[src/hw/dtcr_defs.vh]
// register map, field positions and constants for the dual timer block
`ifndef DTCR_DEFS_VH
`define DTCR_DEFS_VH
`define DTCR_W 16
`define DTCR_ADDR_W 12
// byte addresses of the registers
`define DTCR_A_AUX_CTRL 12'h000
`define DTCR_A_CORE_CTRL 12'h004
`define DTCR_A_AUX_CNT 12'h008
`define DTCR_A_CORE_CNT 12'h00C
`define DTCR_A_CAPTURE_RELOAD_REGISTER 12'h010
`define DTCR_A_CAP_CTRL 12'h014
`define DTCR_A_IRQ_STAT 12'h018
`define DTCR_A_IRQ_MASK 12'h01C
// timer control fields
`define DTCR_F_RUN 0
`define DTCR_F_DOWN 1
`define DTCR_F_EXTDIR 2
`define DTCR_F_SRC_LO 3
`define DTCR_F_SRC_HI 4
`define DTCR_F_PRE_LO 5
`define DTCR_F_PRE_HI 7
`define DTCR_F_EDGE_LO 8
`define DTCR_F_EDGE_HI 9
`define DTCR_F_RLD_EN 10
`define DTCR_F_OUT_EN 11
`define DTCR_CTRL_W 12
// count sources
`define DTCR_SRC_PRE 2'h0
`define DTCR_SRC_EXT 2'h1
`define DTCR_SRC_OTL 2'h2
// capture control fields
`define DTCR_F_CAP_EDGE_LO 0
`define DTCR_F_CAP_EDGE_HI 1
`define DTCR_F_CAP_CLR 2
`define DTCR_F_CAP_SRC_LO 3
`define DTCR_F_CAP_SRC_HI 4
`define DTCR_CAP_CTRL_W 5
// capture sources
`define DTCR_CSRC_PIN 2'h0
`define DTCR_CSRC_FIN 2'h1
`define DTCR_CSRC_FDIR 2'h2
`define DTCR_CSRC_BOTH 2'h3
// interrupt bits
`define DTCR_I_AUX_OVF 0
`define DTCR_I_CORE_OVF 1
`define DTCR_I_CAPTURE 2
`define DTCR_IRQ_W 3
// prescaler: setting 0 gives one count every 2 clocks
`define DTCR_PRE_BASE 2
`define DTCR_PRE_CNT_W 10
`endif

[src/hw/dtcr_sync.v]
// three-stage input synchroniser with edge detection
`timescale 1ns/1ps
`default_nettype none
module dtcr_sync (
	input wire clk_i,
	input wire srst_i,
	input wire async_i,
	output wire level_o,
	output wire rise_o,
	output wire fall_o
);
	reg s1_q;
	reg s2_q;
	reg s3_q;
	reg lvl_q;
	// level moves only when stages two and three agree
	always @(posedge clk_i) begin
		if (srst_i) begin
			s1_q <= 1'b0;
			s2_q <= 1'b0;
			s3_q <= 1'b0;
			lvl_q <= 1'b0;
		end else begin
			s1_q <= async_i;
			s2_q <= s1_q;
			s3_q <= s2_q;
			if (s2_q == s3_q)
				lvl_q <= s3_q;
		end
	end
	assign level_o = lvl_q;
	assign rise_o = (s2_q == s3_q) && s3_q && !lvl_q;
	assign fall_o = (s2_q == s3_q) && !s3_q && lvl_q;
endmodule // dtcr_sync
`default_nettype wire

[src/hw/dtcr_timer.v]
// one 16-bit up/down timer with prescaler and source select
`timescale 1ns/1ps
`default_nettype none
`include "dtcr_defs.vh"
module dtcr_timer (
	input wire clk_i,
	input wire srst_i,
	input wire [`DTCR_CTRL_W-1:0] ctrl_i,
	input wire ext_rise_i,
	input wire ext_fall_i,
	input wire dir_lvl_i,
	input wire otl_rise_i,
	input wire otl_fall_i,
	input wire load_i,
	input wire [`DTCR_W-1:0] load_val_i,
	input wire clear_i,
	output wire [`DTCR_W-1:0] count_o,
	output wire wrap_o
);
	reg [`DTCR_W-1:0] cnt_q;
	reg [`DTCR_PRE_CNT_W-1:0] pre_q;
	wire [2:0] pre_sel;
	wire [1:0] src;
	wire [1:0] edge_sel;
	wire [`DTCR_PRE_CNT_W-1:0] pre_top;
	wire [31:0] pre_full;
	wire pre_tick;
	reg ext_tick;
	wire tick;
	wire down;
	wire run;
	assign pre_sel = ctrl_i[`DTCR_F_PRE_HI:`DTCR_F_PRE_LO];
	assign src = ctrl_i[`DTCR_F_SRC_HI:`DTCR_F_SRC_LO];
	assign edge_sel = ctrl_i[`DTCR_F_EDGE_HI:`DTCR_F_EDGE_LO];
	assign run = ctrl_i[`DTCR_F_RUN];
	// period 2 << pre_sel clocks
	assign pre_full = (`DTCR_PRE_BASE << pre_sel) - 1;
	// largest period is 256 clocks, so the low bits hold it all
	assign pre_top = pre_full[`DTCR_PRE_CNT_W-1:0];
	assign pre_tick = (pre_q >= pre_top);
	always @* begin
		ext_tick = 1'b0;
		if (src == `DTCR_SRC_EXT)
			ext_tick = (edge_sel[0] && ext_rise_i) ||
				(edge_sel[1] && ext_fall_i);
		else if (src == `DTCR_SRC_OTL)
			ext_tick = otl_rise_i || otl_fall_i;
	end
	assign tick = run && ((src == `DTCR_SRC_PRE) ? pre_tick : ext_tick);
	// direction pin only honoured when enabled
	assign down = ctrl_i[`DTCR_F_EXTDIR] ?
		(ctrl_i[`DTCR_F_DOWN] ^ dir_lvl_i) : ctrl_i[`DTCR_F_DOWN];
	assign wrap_o = tick && (down ? (cnt_q == {`DTCR_W{1'b0}}) :
		(cnt_q == {`DTCR_W{1'b1}}));
	always @(posedge clk_i) begin
		if (srst_i || !run || pre_tick)
			pre_q <= {`DTCR_PRE_CNT_W{1'b0}};
		else
			pre_q <= pre_q + 1'b1;
	end
	// software or reload write beats counting; clear beats both
	always @(posedge clk_i) begin
		if (srst_i)
			cnt_q <= {`DTCR_W{1'b0}};
		else if (clear_i)
			cnt_q <= {`DTCR_W{1'b0}};
		else if (load_i)
			cnt_q <= load_val_i;
		else if (tick)
			cnt_q <= down ? cnt_q - 1'b1 : cnt_q + 1'b1;
	end
	assign count_o = cnt_q;
endmodule // dtcr_timer
`default_nettype wire

[src/hw/dtcr_top.v]
// second timer module: auxiliary and core timer, capture/reload, APB
// Function
// fastest internal count resolution is two system clocks
// separate auxiliary timer, core timer and capture/reload register
// each timer counts prescaled clock or external signal per configuration
// direction from software bit, optionally altered by external pin level
// auxiliary timer has no direction pin; software only
// core toggle latch inverts on every core overflow or underflow
// toggle latch may clock auxiliary timer and drive output pin
// core overflow/underflow offered as count clock to compare timers
// enabled core overflow/underflow triggers reload from capture register
// selected capture pin edge latches auxiliary timer value
// optional clear of auxiliary timer right after capture
// capture also triggerable by first module count/direction inputs
// both timers are sixteen bits wide
// reload puts capture/reload value into core timer
//
// Design decisions made here: register access over APB and the placing of the registers.
`timescale 1ns/1ps
`default_nettype none
`include "dtcr_defs.vh"
module dtcr_top (
	input wire clk_i,
	input wire srst_i,
	input wire psel_i,
	input wire penable_i,
	input wire pwrite_i,
	input wire [`DTCR_ADDR_W-1:0] paddr_i,
	input wire [31:0] pwdata_i,
	output reg [31:0] prdata_o,
	output wire pready_o,
	output wire pslverr_o,
	input wire aux_count_input_i,
	input wire core_count_input_i,
	input wire external_direction_input_i,
	input wire capture_input_pin_i,
	input wire first_module_core_count_input_i,
	input wire first_module_core_direction_input_i,
	output reg toggle_latch_output_pin_o,
	output reg core_wrap_event_o,
	output wire irq_o
);
	reg [`DTCR_CTRL_W-1:0] aux_ctrl_q;
	reg [`DTCR_CTRL_W-1:0] core_ctrl_q;
	reg [`DTCR_CAP_CTRL_W-1:0] cap_ctrl_q;
	reg [`DTCR_W-1:0] capture_reload_register_q;
	reg [`DTCR_IRQ_W-1:0] stat_q;
	reg [`DTCR_IRQ_W-1:0] mask_q;
	reg otl_q;
	reg otl_rise;
	reg otl_fall;
	wire [`DTCR_W-1:0] aux_cnt;
	wire [`DTCR_W-1:0] core_cnt;
	wire aux_wrap;
	wire core_wrap;
	wire ax_r, ax_f, cx_r, cx_f, dir_lvl;
	wire cp_r, cp_f, fi_r, fi_f, fd_r, fd_f;
	wire wr;
	wire rd_hit;
	reg cap_evt;
	wire [1:0] cap_src;
	wire [1:0] cap_edge;
	wire wr_aux_cnt, wr_core_cnt, wr_capture_reload_register;
	wire [`DTCR_IRQ_W-1:0] evt;

	dtcr_sync u_sync_ax (.clk_i(clk_i), .srst_i(srst_i),
		.async_i(aux_count_input_i), .level_o(), .rise_o(ax_r),
		.fall_o(ax_f));
	dtcr_sync u_sync_cx (.clk_i(clk_i), .srst_i(srst_i),
		.async_i(core_count_input_i), .level_o(), .rise_o(cx_r),
		.fall_o(cx_f));
	dtcr_sync u_sync_dir (.clk_i(clk_i), .srst_i(srst_i),
		.async_i(external_direction_input_i), .level_o(dir_lvl),
		.rise_o(), .fall_o());
	dtcr_sync u_sync_cp (.clk_i(clk_i), .srst_i(srst_i),
		.async_i(capture_input_pin_i), .level_o(), .rise_o(cp_r),
		.fall_o(cp_f));
	dtcr_sync u_sync_fi (.clk_i(clk_i), .srst_i(srst_i),
		.async_i(first_module_core_count_input_i), .level_o(),
		.rise_o(fi_r), .fall_o(fi_f));
	dtcr_sync u_sync_fd (.clk_i(clk_i), .srst_i(srst_i),
		.async_i(first_module_core_direction_input_i), .level_o(),
		.rise_o(fd_r), .fall_o(fd_f));

	// apb: zero wait states, no error answers
	assign pready_o = 1'b1;
	assign pslverr_o = 1'b0;
	assign wr = psel_i && penable_i && pwrite_i;
	assign wr_aux_cnt = wr && (paddr_i == `DTCR_A_AUX_CNT);
	assign wr_core_cnt = wr && (paddr_i == `DTCR_A_CORE_CNT);
	assign wr_capture_reload_register = wr && (paddr_i == `DTCR_A_CAPTURE_RELOAD_REGISTER);
	assign rd_hit = psel_i && !penable_i && !pwrite_i;

	// capture trigger selection
	assign cap_src = cap_ctrl_q[`DTCR_F_CAP_SRC_HI:`DTCR_F_CAP_SRC_LO];
	assign cap_edge = cap_ctrl_q[`DTCR_F_CAP_EDGE_HI:`DTCR_F_CAP_EDGE_LO];
	always @* begin
		cap_evt = 1'b0;
		if (cap_src == `DTCR_CSRC_PIN)
			cap_evt = (cap_edge[0] && cp_r) || (cap_edge[1] && cp_f);
		else if (cap_src == `DTCR_CSRC_FIN)
			cap_evt = fi_r || fi_f;
		else if (cap_src == `DTCR_CSRC_FDIR)
			cap_evt = fd_r || fd_f;
		else
			cap_evt = fi_r || fi_f || fd_r || fd_f;
	end

	// auxiliary timer: no direction pin, software direction only
	dtcr_timer u_aux (
		.clk_i(clk_i),
		.srst_i(srst_i),
		.ctrl_i(aux_ctrl_q),
		.ext_rise_i(ax_r),
		.ext_fall_i(ax_f),
		.dir_lvl_i(1'b0),
		.otl_rise_i(otl_rise),
		.otl_fall_i(otl_fall),
		.load_i(wr_aux_cnt),
		.load_val_i(pwdata_i[`DTCR_W-1:0]),
		.clear_i(cap_evt && cap_ctrl_q[`DTCR_F_CAP_CLR]),
		.count_o(aux_cnt),
		.wrap_o(aux_wrap)
	);

	// core timer: reload on wrap when enabled
	dtcr_timer u_core (
		.clk_i(clk_i),
		.srst_i(srst_i),
		.ctrl_i(core_ctrl_q),
		.ext_rise_i(cx_r),
		.ext_fall_i(cx_f),
		.dir_lvl_i(dir_lvl),
		.otl_rise_i(1'b0),
		.otl_fall_i(1'b0),
		.load_i(wr_core_cnt ||
			(core_wrap && core_ctrl_q[`DTCR_F_RLD_EN])),
		.load_val_i(wr_core_cnt ? pwdata_i[`DTCR_W-1:0] : capture_reload_register_q),
		.clear_i(1'b0),
		.count_o(core_cnt),
		.wrap_o(core_wrap)
	);

	// toggle latch and its edges, registered for the aux clock source
	always @(posedge clk_i) begin
		if (srst_i) begin
			otl_q <= 1'b0;
			otl_rise <= 1'b0;
			otl_fall <= 1'b0;
			toggle_latch_output_pin_o <= 1'b0;
			core_wrap_event_o <= 1'b0;
		end else begin
			if (core_wrap)
				otl_q <= !otl_q;
			otl_rise <= core_wrap && !otl_q;
			otl_fall <= core_wrap && otl_q;
			toggle_latch_output_pin_o <= core_ctrl_q[`DTCR_F_OUT_EN] &&
				(core_wrap ? !otl_q : otl_q);
			core_wrap_event_o <= core_wrap;
		end
	end

	// capture register: capture beats a same-cycle software write
	always @(posedge clk_i) begin
		if (srst_i)
			capture_reload_register_q <= {`DTCR_W{1'b0}};
		else if (cap_evt)
			capture_reload_register_q <= aux_cnt;
		else if (wr_capture_reload_register)
			capture_reload_register_q <= pwdata_i[`DTCR_W-1:0];
	end

	// control registers
	always @(posedge clk_i) begin
		if (srst_i) begin
			aux_ctrl_q <= {`DTCR_CTRL_W{1'b0}};
			core_ctrl_q <= {`DTCR_CTRL_W{1'b0}};
			cap_ctrl_q <= {`DTCR_CAP_CTRL_W{1'b0}};
			mask_q <= {`DTCR_IRQ_W{1'b0}};
		end else if (wr) begin
			if (paddr_i == `DTCR_A_AUX_CTRL)
				aux_ctrl_q <= pwdata_i[`DTCR_CTRL_W-1:0];
			else if (paddr_i == `DTCR_A_CORE_CTRL)
				core_ctrl_q <= pwdata_i[`DTCR_CTRL_W-1:0];
			else if (paddr_i == `DTCR_A_CAP_CTRL)
				cap_ctrl_q <= pwdata_i[`DTCR_CAP_CTRL_W-1:0];
			else if (paddr_i == `DTCR_A_IRQ_MASK)
				mask_q <= pwdata_i[`DTCR_IRQ_W-1:0];
		end
	end

	// sticky status, write one to clear; a new event wins over the clear
	assign evt = {cap_evt, core_wrap, aux_wrap};
	always @(posedge clk_i) begin
		if (srst_i)
			stat_q <= {`DTCR_IRQ_W{1'b0}};
		else if (wr && (paddr_i == `DTCR_A_IRQ_STAT))
			stat_q <= (stat_q & ~pwdata_i[`DTCR_IRQ_W-1:0]) | evt;
		else
			stat_q <= stat_q | evt;
	end
	assign irq_o = |(stat_q & mask_q);

	// read data registered in setup so it stands through the access phase
	always @(posedge clk_i) begin
		if (srst_i)
			prdata_o <= 32'h00000000;
		else if (rd_hit) begin
			if (paddr_i == `DTCR_A_AUX_CTRL)
				prdata_o <= {20'h00000, aux_ctrl_q};
			else if (paddr_i == `DTCR_A_CORE_CTRL)
				prdata_o <= {20'h00000, core_ctrl_q};
			else if (paddr_i == `DTCR_A_AUX_CNT)
				prdata_o <= {16'h0000, aux_cnt};
			else if (paddr_i == `DTCR_A_CORE_CNT)
				prdata_o <= {15'h0000, otl_q, core_cnt};
			else if (paddr_i == `DTCR_A_CAPTURE_RELOAD_REGISTER)
				prdata_o <= {16'h0000, capture_reload_register_q};
			else if (paddr_i == `DTCR_A_CAP_CTRL)
				prdata_o <= {27'h0000000, cap_ctrl_q};
			else if (paddr_i == `DTCR_A_IRQ_STAT)
				prdata_o <= {29'h00000000, stat_q};
			else if (paddr_i == `DTCR_A_IRQ_MASK)
				prdata_o <= {29'h00000000, mask_q};
			else
				prdata_o <= 32'h00000000;
		end
	end
endmodule // dtcr_top
`default_nettype wire

[config.mk]
export PLATFORM = sky130hd
export DESIGN_NAME = dtcr_top
export DESIGN_NICKNAME = d
export VERILOG_FILES = /design/src/hw/dtcr_sync.v /design/src/hw/dtcr_timer.v /design/src/hw/dtcr_top.v
export VERILOG_INCLUDE_DIRS = /design/src /design/src/hw
export SDC_FILE = /design/constraint.sdc
export NUM_CORES = 1
export LEC_CHECK = 0
export BUFFER_PORTS_ARGS = -buffer_cell sky130_fd_sc_hd__buf_2
export CORE_UTILIZATION = 55
export CTS_BUF_LIST = sky130_fd_sc_hd__clkbuf_2 sky130_fd_sc_hd__clkbuf_4 sky130_fd_sc_hd__clkbuf_8
export DETAILED_ROUTE_END_ITERATION = 8
export GPL_TIMING_DRIVEN = 1
export PLACE_DENSITY = 0.8
export SYNTH_ARGS = -nofsm -noshare
export SYNTH_HDL_FRONTEND = slang
export SYNTH_SLANG_ARGS = --single-unit
[constraint.sdc]
create_clock -name clk_i -period 3.25 [get_ports clk_i]
set_clock_uncertainty 0.15 [all_clocks]
set_input_delay 0.4875 -clock clk_i [delete_from_list [all_inputs] [get_ports clk_i]]
set_output_delay 0.4875 -clock clk_i [all_outputs]
set_load 0.02 [all_outputs]
==> results of run 1 <==
[layer usage]
metal	GRT usage, %	vias to the layer above	part of all wire [%]
met2	45.18	319	45
met3	4.271	52	8.8
met4	12.46	0	3.1
li1	-	3825	-
met5	0	-	0
met1	38.95	3677	43
[metrics by stage]
| step | util, % | hold WS [ns] | area (sq um) | TNS (ns) | setup WS [ns] |
|---|---|---|---|---|---|
| floorplan | - | 0.2638 | 8681 | 0 | 0.04393 |
| global placement | 59.74 | 0.2655 | 9115 | 0 | 0.09099 |
| global route | 62.70 | 0.07124 | 9567 | -0.05900 | -0.03299 |
| CTS | 62.39 | 0.05576 | 9519 | 0 | 0.08865 |
| detailed placement | 59.74 | 0.2773 | 9115 | 0 | 0.01729 |
| finish | 62.70 | 0.06956 | 9567 | 0 | 0.1605 |
[worst min path at each step]
stage,end,from,depth (start not counted)
after floorplan,u_sync_ax.s2_q,u_sync_ax.s1_q,1
after global placement,u_sync_fd.s2_q,u_sync_fd.s1_q,1
after detailed placement,u_sync_fi.s2_q,u_sync_fi.s1_q,1
after CTS,u_sync_cx.s1_q,core_count_input_i,2
after global routing,u_sync_ax.s1_q,aux_count_input_i,2
final,u_sync_cx.s1_q,core_count_input_i,2
[synth_stat cells, types with 3 or more instances]
master / n / area, sq um
o31ai_1: 5 / 37.54
nor3_1: 27 / 135.1
and2_1: 5 / 31.28
ha_1: 56 / 700.7
o211ai_1: 8 / 60.06
o21a_1: 4 / 30.03
nand2_1: 104 / 390.4
nor2b_1: 22 / 137.6
buf_2: 7 / 35.03
xor2_1: 16 / 140.1
o31a_1: 4 / 35.03
mux2_2: 4 / 45.04
a221oi_1: 3 / 26.28
a311oi_1: 3 / 26.28
a211oi_2: 3 / 37.54
o221ai_1: 3 / 26.28
buf_4: 17 / 127.6
nor2_1: 139 / 521.8
a21o_1: 6 / 45.04
and3_1: 8 / 50.05
mux2i_1: 55 / 550.5
a22oi_1: 10 / 75.07
clkbuf_1: 43 / 161.4
inv_1: 33 / 123.9
a21boi_0: 3 / 22.52
dfxtp_1: 149 / 2983
a222oi_1: 10 / 100.1
nor4_1: 12 / 75.07
or3_1: 5 / 31.28
a211oi_1: 51 / 382.9
a211o_1: 4 / 35.03
nand3_1: 27 / 135.1
a31oi_1: 6 / 37.54
o21ai_0: 44 / 220.2
xnor2_1: 21 / 183.9
buf_1: 4 / 15.01
nand4_1: 15 / 93.84
a21oi_1: 70 / 350.3
[timing repair]
item,CTS,global route
gates resized for setup,1,11
hold buffers,0,0
buffers inserted,0,1
pin swaps,0,2
setup endpoints to repair,2,8
cloned,0,0
[registers in the layout, indices dropped and copies added (netlist names), 3 cells and up]
signal / count
mask_q: 3
u_core.pre_q: 10
u_aux.pre_q: 10
capture_reload_register_q: 16
cap_ctrl_q: 5
prdata_o: 17
u_aux.count_o: 16
u_core.count_o: 16
aux_ctrl_q: 12
stat_q: 3
core_ctrl_q: 12
[logic make-up (layout without fill, tap and decap cells)]
family / Yosys count / count (layout) / share of synthesized area [%]
AOI/OAI and AO/OA: 253 / 253 / 19.97
xor gates and xnor gates: 38 / 38 / 3.950
adders and majority gates: 58 / 58 / 8.596
buffers and inverters: 105 / 153 / 5.503
DFF: 149 / 149 / 34.62
muxes: 59 / 59 / 6.912
other: 2 / 19 / 0.08715
and+or+nand+nor: 382 / 382 / 20.37
[layout make-up]
type	count	area [sq um]
fill	1329	5692
multi-input combinational	809	5281
sequential	149	2987
timing repair buffer	88	518.0
tap	211	264.0
clock buffer	19	255.2
clock inverter	13	137.6
inverter	33	123.9
[power groups by stage]
stage / clock, W / combinational, W / sequential (W)
global placement: 0 / 0.000178 / 0.00190
detailed placement: 0 / 0.000180 / 0.00190
CTS: 0.00146 / 0.000181 / 0.00185
finish: 0.00145 / 0.000185 / 0.00185
floorplan: 0 / 0.000111 / 0.00190
global route: 0.00153 / 0.000198 / 0.00186
==> impl_metrics.tcl, run 1 <==
set metrics [dict create \
    synth-edff-count 0 \
    route.detailed.wl_per_inst_um 17.08 \
    fp.dieH_um 127.2 \
    antenna_found_initial 0 \
    io-pin-count 92 \
    grt_pass1_vias 7125 \
    total_power_w 0.003488 \
    wl_mm 22.58 \
    dp.final_hpwl_mm 16.42 \
    swShare_pct 26.72 \
    grt_pass1_wl_mm 36.31 \
    start_util_pct 56.47 \
    drive_gt1_share_pct 13.68 \
    drcViolationCount 0 \
    synthFlopType "dfxtp_1" \
    drt.antenna.violating_nets 0 \
    pwr-share-clk_pct 41.6 \
    endpoint "u_core.count_o[10]" \
    placeableCoreArea_sq_um 15260 \
    worst_slew_pin_slew_ns 0.8728 \
    cp-end-kind "register" \
    n_antenna_cell 0 \
    slowest_delay_ns 0.65 \
    seq_power_share_pct 53.1 \
    syn_area_sq_um 8617 \
    overflow 0 \
    crit_fanout 9 \
    cap_viol_max_count 0 \
    final_hold_viol_count 0 \
    post-place-cells 1289 \
    syn_inst 1046 \
    period_minus_slack_ns 3.090 \
    most-common-layout-cells "dfxtp_1 (146), nor2_1 (139), nand2_1 (103)" \
    fin_nets 1211 \
    grt_use_total_pct 28.61 \
    fin_crit_sh_pct 95.06 \
    p_leak_nw 3.686 \
    yosysWarnings 0 \
    slowest_stage "a211oi_1" \
    syn_area_per_cell_sq_um 8.238 \
    portBuffers 58 \
    dr.pass1.iters 6 \
    powerDensity_nw_per_um2 364.6 \
    stdcell_count 1322 \
    mostFrequentLayoutCell "dfxtp_1" \
    place_congestion 0.9174 \
    worstRegToRegCells 9 \
    area_growth_pct 11.02 \
    clock-sinks 149 \
    path_cells "nand3_1 > ha_1 > a2111oi_2 > and2b_1 > a211oi_1 > nand2_1 > mux2i_1 > a211o_1 > a21oi_1" \
    die_x_um 127.2 \
    synth.yosys.seq_area_share_pct 34.62 \
    startpoint_type "register" \
    routed_via_density 5.955 \
    path_clk_slew_ns 0.09 \
    cts_buffers 17 \
    cts_max_level 4 \
    r2r_start "core_ctrl_q[7]" \
    critical_path.top_delay_family "compound AO/OA/AOI/OAI gates" \
    clock_latency_ns 0.47 \
    grt_max_degree 51 \
    drt-initial-drc-count 777 \
    vias 7873 \
    startpoint "core_ctrl_q[7]" \
    ys_ff_latch 149 \
    p_switching_w 0.0009319 \
    path_buf_inv 0 \
    cts_buffer_depth 2 \
    synthArstFlopShare_pct 0 \
    worstPathRequired_ns 3.50 \
    rows 45 \
    cts_tree "done" \
    combPwrFrac_pct 5.3 \
    yosysUniqueCellTypes 68 \
    crit_cells 9 \
    ir_worst_vdd_mv 0.2992 \
    rrSetupSlack_ns 0.16 \
    design.die.area_sq_um 16170 \
    clockRootBuffer "clkbuf_8" \
    p_int_w 0.002556 \
    criticalPathCategory "register to register" \
    slew_violations 0 \
    cp.arrival_ns 3.34 \
    hp-class "input port to register" \
    max_freq_ghz 0.3237 \
    rr_endpoint "u_core.count_o[10]" \
    setup_viol 0 \
    run_status "complete, no violations" \
    maxSlewHeadroom_pct 41.81 \
]
Note: power is estimated with default switching activity, not from simulation.
==> run 2, diff against run 1 <==
Settings changed: ABC_AREA set to 1, CORE_UTILIZATION 55 to 56, PLACE_DENSITY 0.8 to 0.81.
==> run 2 against run 1 <==
Cell count rose by 29%; wire length increased by 14%; via count rose by 20%; clock power increased by 4%; utilization grew 0.73 points; first-iteration DRC count increased by 36%; power rose by 0.93%; largest cell class unchanged; largest power group unchanged.
==> impl_metrics.tcl, run 2 <==
set metrics [dict create \
    worstPathRequired_ns 3.49 \
    maxSlewHeadroom_pct 11.30 \
    worstRegToRegCells 13 \
    swShare_pct 27.91 \
    final_hold_viol_count 0 \
    ys_ff_latch 149 \
    slowest_stage "dfxtp_1" \
    p_switching_w 0.0009823 \
    antenna_found_initial 0 \
    p_int_w 0.002538 \
    crit_fanout 26 \
    dr.pass1.iters 7 \
    cts_buffer_depth 2 \
    final_area_sq_um 10220 \
    syn_inst 1419 \
    die_x_um 131.5 \
    ir_worst_vdd_mv 0.3159 \
    powerDensity_nw_per_um2 344.4 \
    slowest_delay_ns 0.54 \
    clock-sinks 149 \
    placed_cell_area_sq_um 9799 \
    cp.arrival_ns 3.14 \
    most-common-layout-cells "nand2_1 (351), nor2_1 (161), inv_1 (158)" \
    dp.final_hpwl_mm 19.82 \
    hp-class "input port to register" \
    setup_tns_ns 0 \
    hold_path_depth 3 \
    design.die.area_sq_um 17290 \
    critical_path.most_common_cell "nand2_1" \
    clockRootBuffer "clkbuf_8" \
    grt_pass1_vias 8383 \
    fin_crit_sh_pct 89.09 \
    largest_reg_flops 17 \
    cts_resized 0 \
    n_antenna_cell 0 \
    placeableCoreArea_sq_um 16120 \
    area_growth_pct 8.833 \
    cts_max_level 4 \
    path_clk_slew_ns 0.10 \
    criticalPathCategory "register to register" \
    drt-initial-drc-count 1058 \
    syn_area_sq_um 9392 \
    seq_power_share_pct 52.3 \
    grt_max_degree 35 \
    synth_top_cells_by_count "nand2_1 (351), nor2_1 (161), inv_1 (158), dfxtp_1 (149), a21oi_1 (127)" \
    synth-edff-count 0 \
    worst_slew_pin_slew_ns 1.323 \
    startpoint "core_ctrl_q[7]" \
    vias 9442 \
    io-pin-count 92 \
    overflow 0 \
    min_from "capture_input_pin_i" \
    synth.most_common_cell "nand2_1" \
    rrSetupSlack_ns 0.35 \
    grt_use_total_pct 29.89 \
    wl_mm 25.85 \
    yosysUniqueCellTypes 47 \
    p_leak_nw 4.641 \
    drt.antenna.violating_nets 0 \
    clock_latency_ns 0.47 \
    synthFlopType "dfxtp_1" \
    rsz0062_at_grt "no" \
    drive_gt1_share_pct 10.30 \
    mostFrequentLayoutCell "nand2_1" \
    route.detailed.wl_per_inst_um 15.20 \
    fin_nets 1585 \
    startpoint_type "register" \
    post_cts_buffers 0 \
    combPwrFrac_pct 4.9 \
    top_register "prdata_o" \
    r2r_start "core_ctrl_q[7]" \
    run_status "complete, no violations" \
    yosysTopAreaCell "dfxtp_1" \
    routed_via_density 5.551 \
    fp.dieH_um 131.5 \
    cts_tree "done" \
    ctsHoldBuffers 0 \
    start_util_pct 58.28 \
    grt_pass1_wl_mm 41.52 \
    synth.area.top_cells "dfxtp_1 (32%), nand2_1 (14%), ha_1 (7.5%)" \
    synthArstFlopShare_pct 0 \
    period_minus_slack_ns 2.895 \
    cp-end-kind "register" \
    place_congestion 0.9899 \
    yosysWarnings 0 \
    path_cells "o21ai_0 > ha_1 > nand2_1 > inv_1 > nand2_1 > nand2_1 > nand2_1 > nand4_1 > nand4_4 > nand3_2 > inv_1 > nand2_1 > a21oi_1" \
    cts_buffers 17 \
    max_freq_ghz 0.3454 \
    rr_endpoint "u_core.count_o[13]" \
    synth.yosys.seq_area_share_pct 31.76 \
    pwr-share-clk_pct 42.8 \
    cap_viol_max_count 0 \
    setup_viol 0 \
    rows 46 \
    slew_violations 0 \
    portBuffers 58 \
    syn_area_per_cell_sq_um 6.618 \
    min_to "u_sync_cp.s1_q" \
    drcViolationCount 0 \
    synth_top_area_share_pct 31.76 \
]
==> run 2: metrics by stage <==
stage | util [%] | setup WS [ns] | total power, W | hold WS, ns | instances
after global routing | 63.42 | 0.1112 | 0.003631 | 0.03702 | 1701
final | 63.42 | 0.3546 | 0.003520 | 0.05966 | 1701
after CTS | 63.42 | 0.3810 | 0.003531 | 0.04659 | 1701
after global placement | 60.81 | 0.4879 | 0.002048 | 0.2393 | 1669
after floorplan | - | 0.8597 | 0.001999 | 0.2383 | 1436
after detailed placement | 60.81 | 0.3957 | 0.002051 | 0.2464 | 1669
==> run 2: cell type report <==
cell class / count / area [sq um]
Fill cell: 1499 / 5894
Multi-Input combinational cell: 1058 / 5485
Sequential cell: 149 / 2983
Inverter: 173 / 658.1
Timing Repair Buffer: 73 / 402.9
Tap cell: 216 / 270.3
Clock buffer: 17 / 234.0
Clock inverter: 15 / 187.7
==> run 2: critical path, delay by kind of cell, from the launching register on <==
kind            cells  cell delay, ns
compound gates      2            0.31
buf+inv             2            0.35
fa+ha+maj           1            0.31
simple gates        8            1.15
flops               1            0.54
==> run 2: worst max-delay path by stage <==
stage / end / cells after the start
global route: u_core.count_o[14] / 14
detailed placement: core_ctrl_q[11] / 10
global placement: toggle_latch_output_pin_o / 14
finish: u_core.count_o[13] / 13
floorplan: u_core.count_o[11] / 14
CTS: toggle_latch_output_pin_o / 14
==> run 2: routing by layer <==
metal,GRT usage [%],share of wire (%),up-vias
li1,-,-,4706
met3,4.861,7.9,42
met4,10.59,2.5,0
met2,48.50,46,401
met1,39.91,44,4293
met5,0,0,-
==> run 2: cell families after synthesis <==
| group | Yosys count | synth area share, % |
|---|---|---|
| AO/OA/AOI/OAI | 267 | 15.09 |
| flip-flops | 149 | 31.76 |
| XOR/XNOR | 22 | 2.052 |
| adder cells (fa/ha/maj) | 58 | 7.887 |
| AND/OR/NAND/NOR | 692 | 32.61 |
| buffers and inverters | 229 | 10.51 |
| other | 2 | 0.07997 |
==> run 2: power by group through the flow <==
stage / Combinational, W / Clock, W / Sequential, W
2_1_floorplan: 0.000116 / 0 / 0.00188
3_3_place_gp: 0.000164 / 0 / 0.00188
3_5_place_dp: 0.000166 / 0 / 0.00188
4_1_cts: 0.000167 / 0.00152 / 0.00184
5_1_grt: 0.000184 / 0.00160 / 0.00184
6_report: 0.000171 / 0.00151 / 0.00184
==> run 3, diff against run 2 <==
Settings changed: CORE_UTILIZATION 56 to 62, PLACE_DENSITY 0.81 to 0.85.
Clock period 3.25 ns to 3 ns, I/O delays scaled along.
==> run 3 against run 2 <==
Critical path depth increased by 1; power up 7.2%; sequential power rose by 8%; clock power rose by 5%; die area fell by 9.5%; combinational power grew 11%; via count grew 1.2%; register-to-register slack lost 0.10 ns; first-iteration DRC count fell by 15%; fmax is 5.4% higher; wire length fell by 0.29%; largest power group unchanged.
==> impl_metrics.tcl, run 3 (synthesis gave the netlist of run 2 again) <==
set metrics [dict create \
    cts_tree "done" \
    post-place-cells 1640 \
    cts_max_level 4 \
    clock_latency_ns 0.48 \
    cp.arrival_ns 3.00 \
    vias 9551 \
    seq_power_share_pct 52.9 \
    io-pin-count 92 \
    drt.antenna.violating_nets 0 \
    hp-class "input port to register" \
    worst_slew_pin_slew_ns 1.210 \
    setup_viol 0 \
    min_from "first_module_core_count_input_i" \
    p_int_w 0.002678 \
    ir_worst_vdd_mv 0.4496 \
    placeableCoreArea_sq_um 14640 \
    r2r_start "core_ctrl_q[5]" \
    swShare_pct 29.04 \
    post_cts_buffers 0 \
    area_growth_pct 8.887 \
    combPwrFrac_pct 5.0 \
    grt_use_total_pct 33.39 \
    rsz0062_at_grt "no" \
    clockRootBuffer "clkbuf_8" \
    most-common-layout-cells "nand2_1 (350), nor2_1 (161), inv_1 (158)" \
    worstRegToRegCells 14 \
    fp.dieH_um 125.1 \
    largest_reg_flops 17 \
    period_minus_slack_ns 2.746 \
    top_register "prdata_o" \
    place_congestion 0.9865 \
    worstPathRequired_ns 3.25 \
    drive_gt1_share_pct 10.67 \
    max_freq_ghz 0.3642 \
    rrSetupSlack_ns 0.25 \
    dp.final_hpwl_mm 19.65 \
    antenna_found_initial 0 \
    wl_mm 25.77 \
    mostFrequentLayoutCell "nand2_1" \
    final_hold_viol_count 0 \
    grt_pass1_vias 8542 \
    startpoint_type "register" \
    overflow 0 \
    cp-end-kind "register" \
    cts_buffers 17 \
    pwr-share-clk_pct 42.1 \
    path_clk_slew_ns 0.10 \
    p_leak_nw 4.665 \
    powerDensity_nw_per_um2 369.1 \
    startpoint "core_ctrl_q[5]" \
    die_x_um 125.1 \
    rr_endpoint "toggle_latch_output_pin_o" \
    criticalPathCategory "register to register" \
    route.detailed.wl_per_inst_um 15.40 \
    crit_fanout 6 \
    p_switching_w 0.001096 \
    dr.pass1.iters 8 \
    clock-sinks 149 \
    portBuffers 58 \
    start_util_pct 64.13 \
    setup_tns_ns 0 \
    drt-initial-drc-count 900 \
    slew_violations 0 \
    maxSlewHeadroom_pct 18.90 \
    n_antenna_cell 0 \
    endpoint "toggle_latch_output_pin_o" \
    fin_crit_sh_pct 91.54 \
    drcViolationCount 0 \
    hold-worst-slack_ns 0.01339 \
    grt_pass1_wl_mm 41.55 \
    grt_max_degree 35 \
    design.die.area_sq_um 15640 \
    routed_via_density 5.705 \
    finalCoreUtilization_pct 69.83 \
    final_area_sq_um 10230 \
    cap_viol_max_count 0 \
    rows 44 \
    stdcell_count 1674 \
    cts_buffer_depth 2 \
    fin_nets 1590 \
    placed_cell_area_sq_um 9782 \
    run_status "complete, no violations" \
]
-- run 3: changes by cell type in the layout (fill, tap and decap cells not counted), sizes merged --
cell / delta
buf: +3
bufinv: -1
clkinv: +3
clkinvlp: -1
dlygate4sd3: +2
inv: -1
-- run 3: cell type report --
| class | count | area (sq um) |
|---|---|---|
| Clock buffer | 17 | 234.0 |
| Clock inverter | 15 | 185.2 |
| Fill cell | 1267 | 4418 |
| Inverter | 173 | 658.1 |
| Multi-Input combinational cell | 1058 | 5488 |
| Sequential cell | 149 | 2985 |
| Tap cell | 184 | 230.2 |
| Timing Repair Buffer | 78 | 445.4 |
-- run 3: routing by layer --
layer / wire length, um / share of wire, % / global-route usage [%] / up-vias
met2: 11690 / 45 / 53.57 / 464
met4: 864 / 3.4 / 13.13 / 0
met5: 0 / 0 / 0 / -
met1: 10990 / 43 / 44.08 / 4285
li1: - / - / - / 4722
met3: 2221 / 8.6 / 6.846 / 80
-- run 3: timing repair --
| action | CTS | global route |
|---|---|---|
| hold buffers | 2 | 0 |
| endpoints found under the setup margin | 0 | 5 |
| hold endpoints to repair | 2 | 0 |
| gates resized for setup | 0 | 3 |
-- run 3: how the worst min path moves through the flow --
| stage | endpoint | slack, ns | cells past startpoint |
|---|---|---|---|
| after global routing | u_sync_fi.s1_q | 0.007 | 3 |
| after floorplan | u_sync_ax.s2_q | 0.24 | 2 |
| after CTS | u_sync_fi.s1_q | 0.00005 | 3 |
| after detailed placement | u_sync_ax.s2_q | 0.24 | 2 |
| final | u_sync_fi.s1_q | 0.01 | 3 |
| after global placement | u_sync_cp.s2_q | 0.24 | 2 |
-- run 3: through the flow --
step	worst slack, ns	total power, W
after floorplan	0.6097	0.002166
after global placement	0.3629	0.002218
after detailed placement	0.2790	0.002223
after CTS	0.2367	0.003777
after global routing	0.01714	0.003876
final	0.2539	0.003775
-- run 3: worst max-delay path: stages, from the launching register on --
cell and delay (ns):
dfxtp_1 0.45, o21ai_0 0.15, ha_1 0.31, nand2_1 0.09
inv_1 0.04, nand2_1 0.06, nand2_1 0.05, nand2_1 0.07
nand4_1 0.24, nand2_1 0.20, inv_1 0.10, nand2_1 0.19
inv_1 0.09, ha_1 0.30, nor3b_1 0.19
-- run 3: power by group through the flow --
stage               clock [W]  sequential [W]  combinational (W)
floorplan                   0         0.00204           0.000126
global placement            0         0.00204           0.000177
detailed placement          0         0.00204           0.000182
CTS                   0.00160         0.00199           0.000184
global route          0.00167         0.00200           0.000204
finish                0.00159         0.00199           0.000189
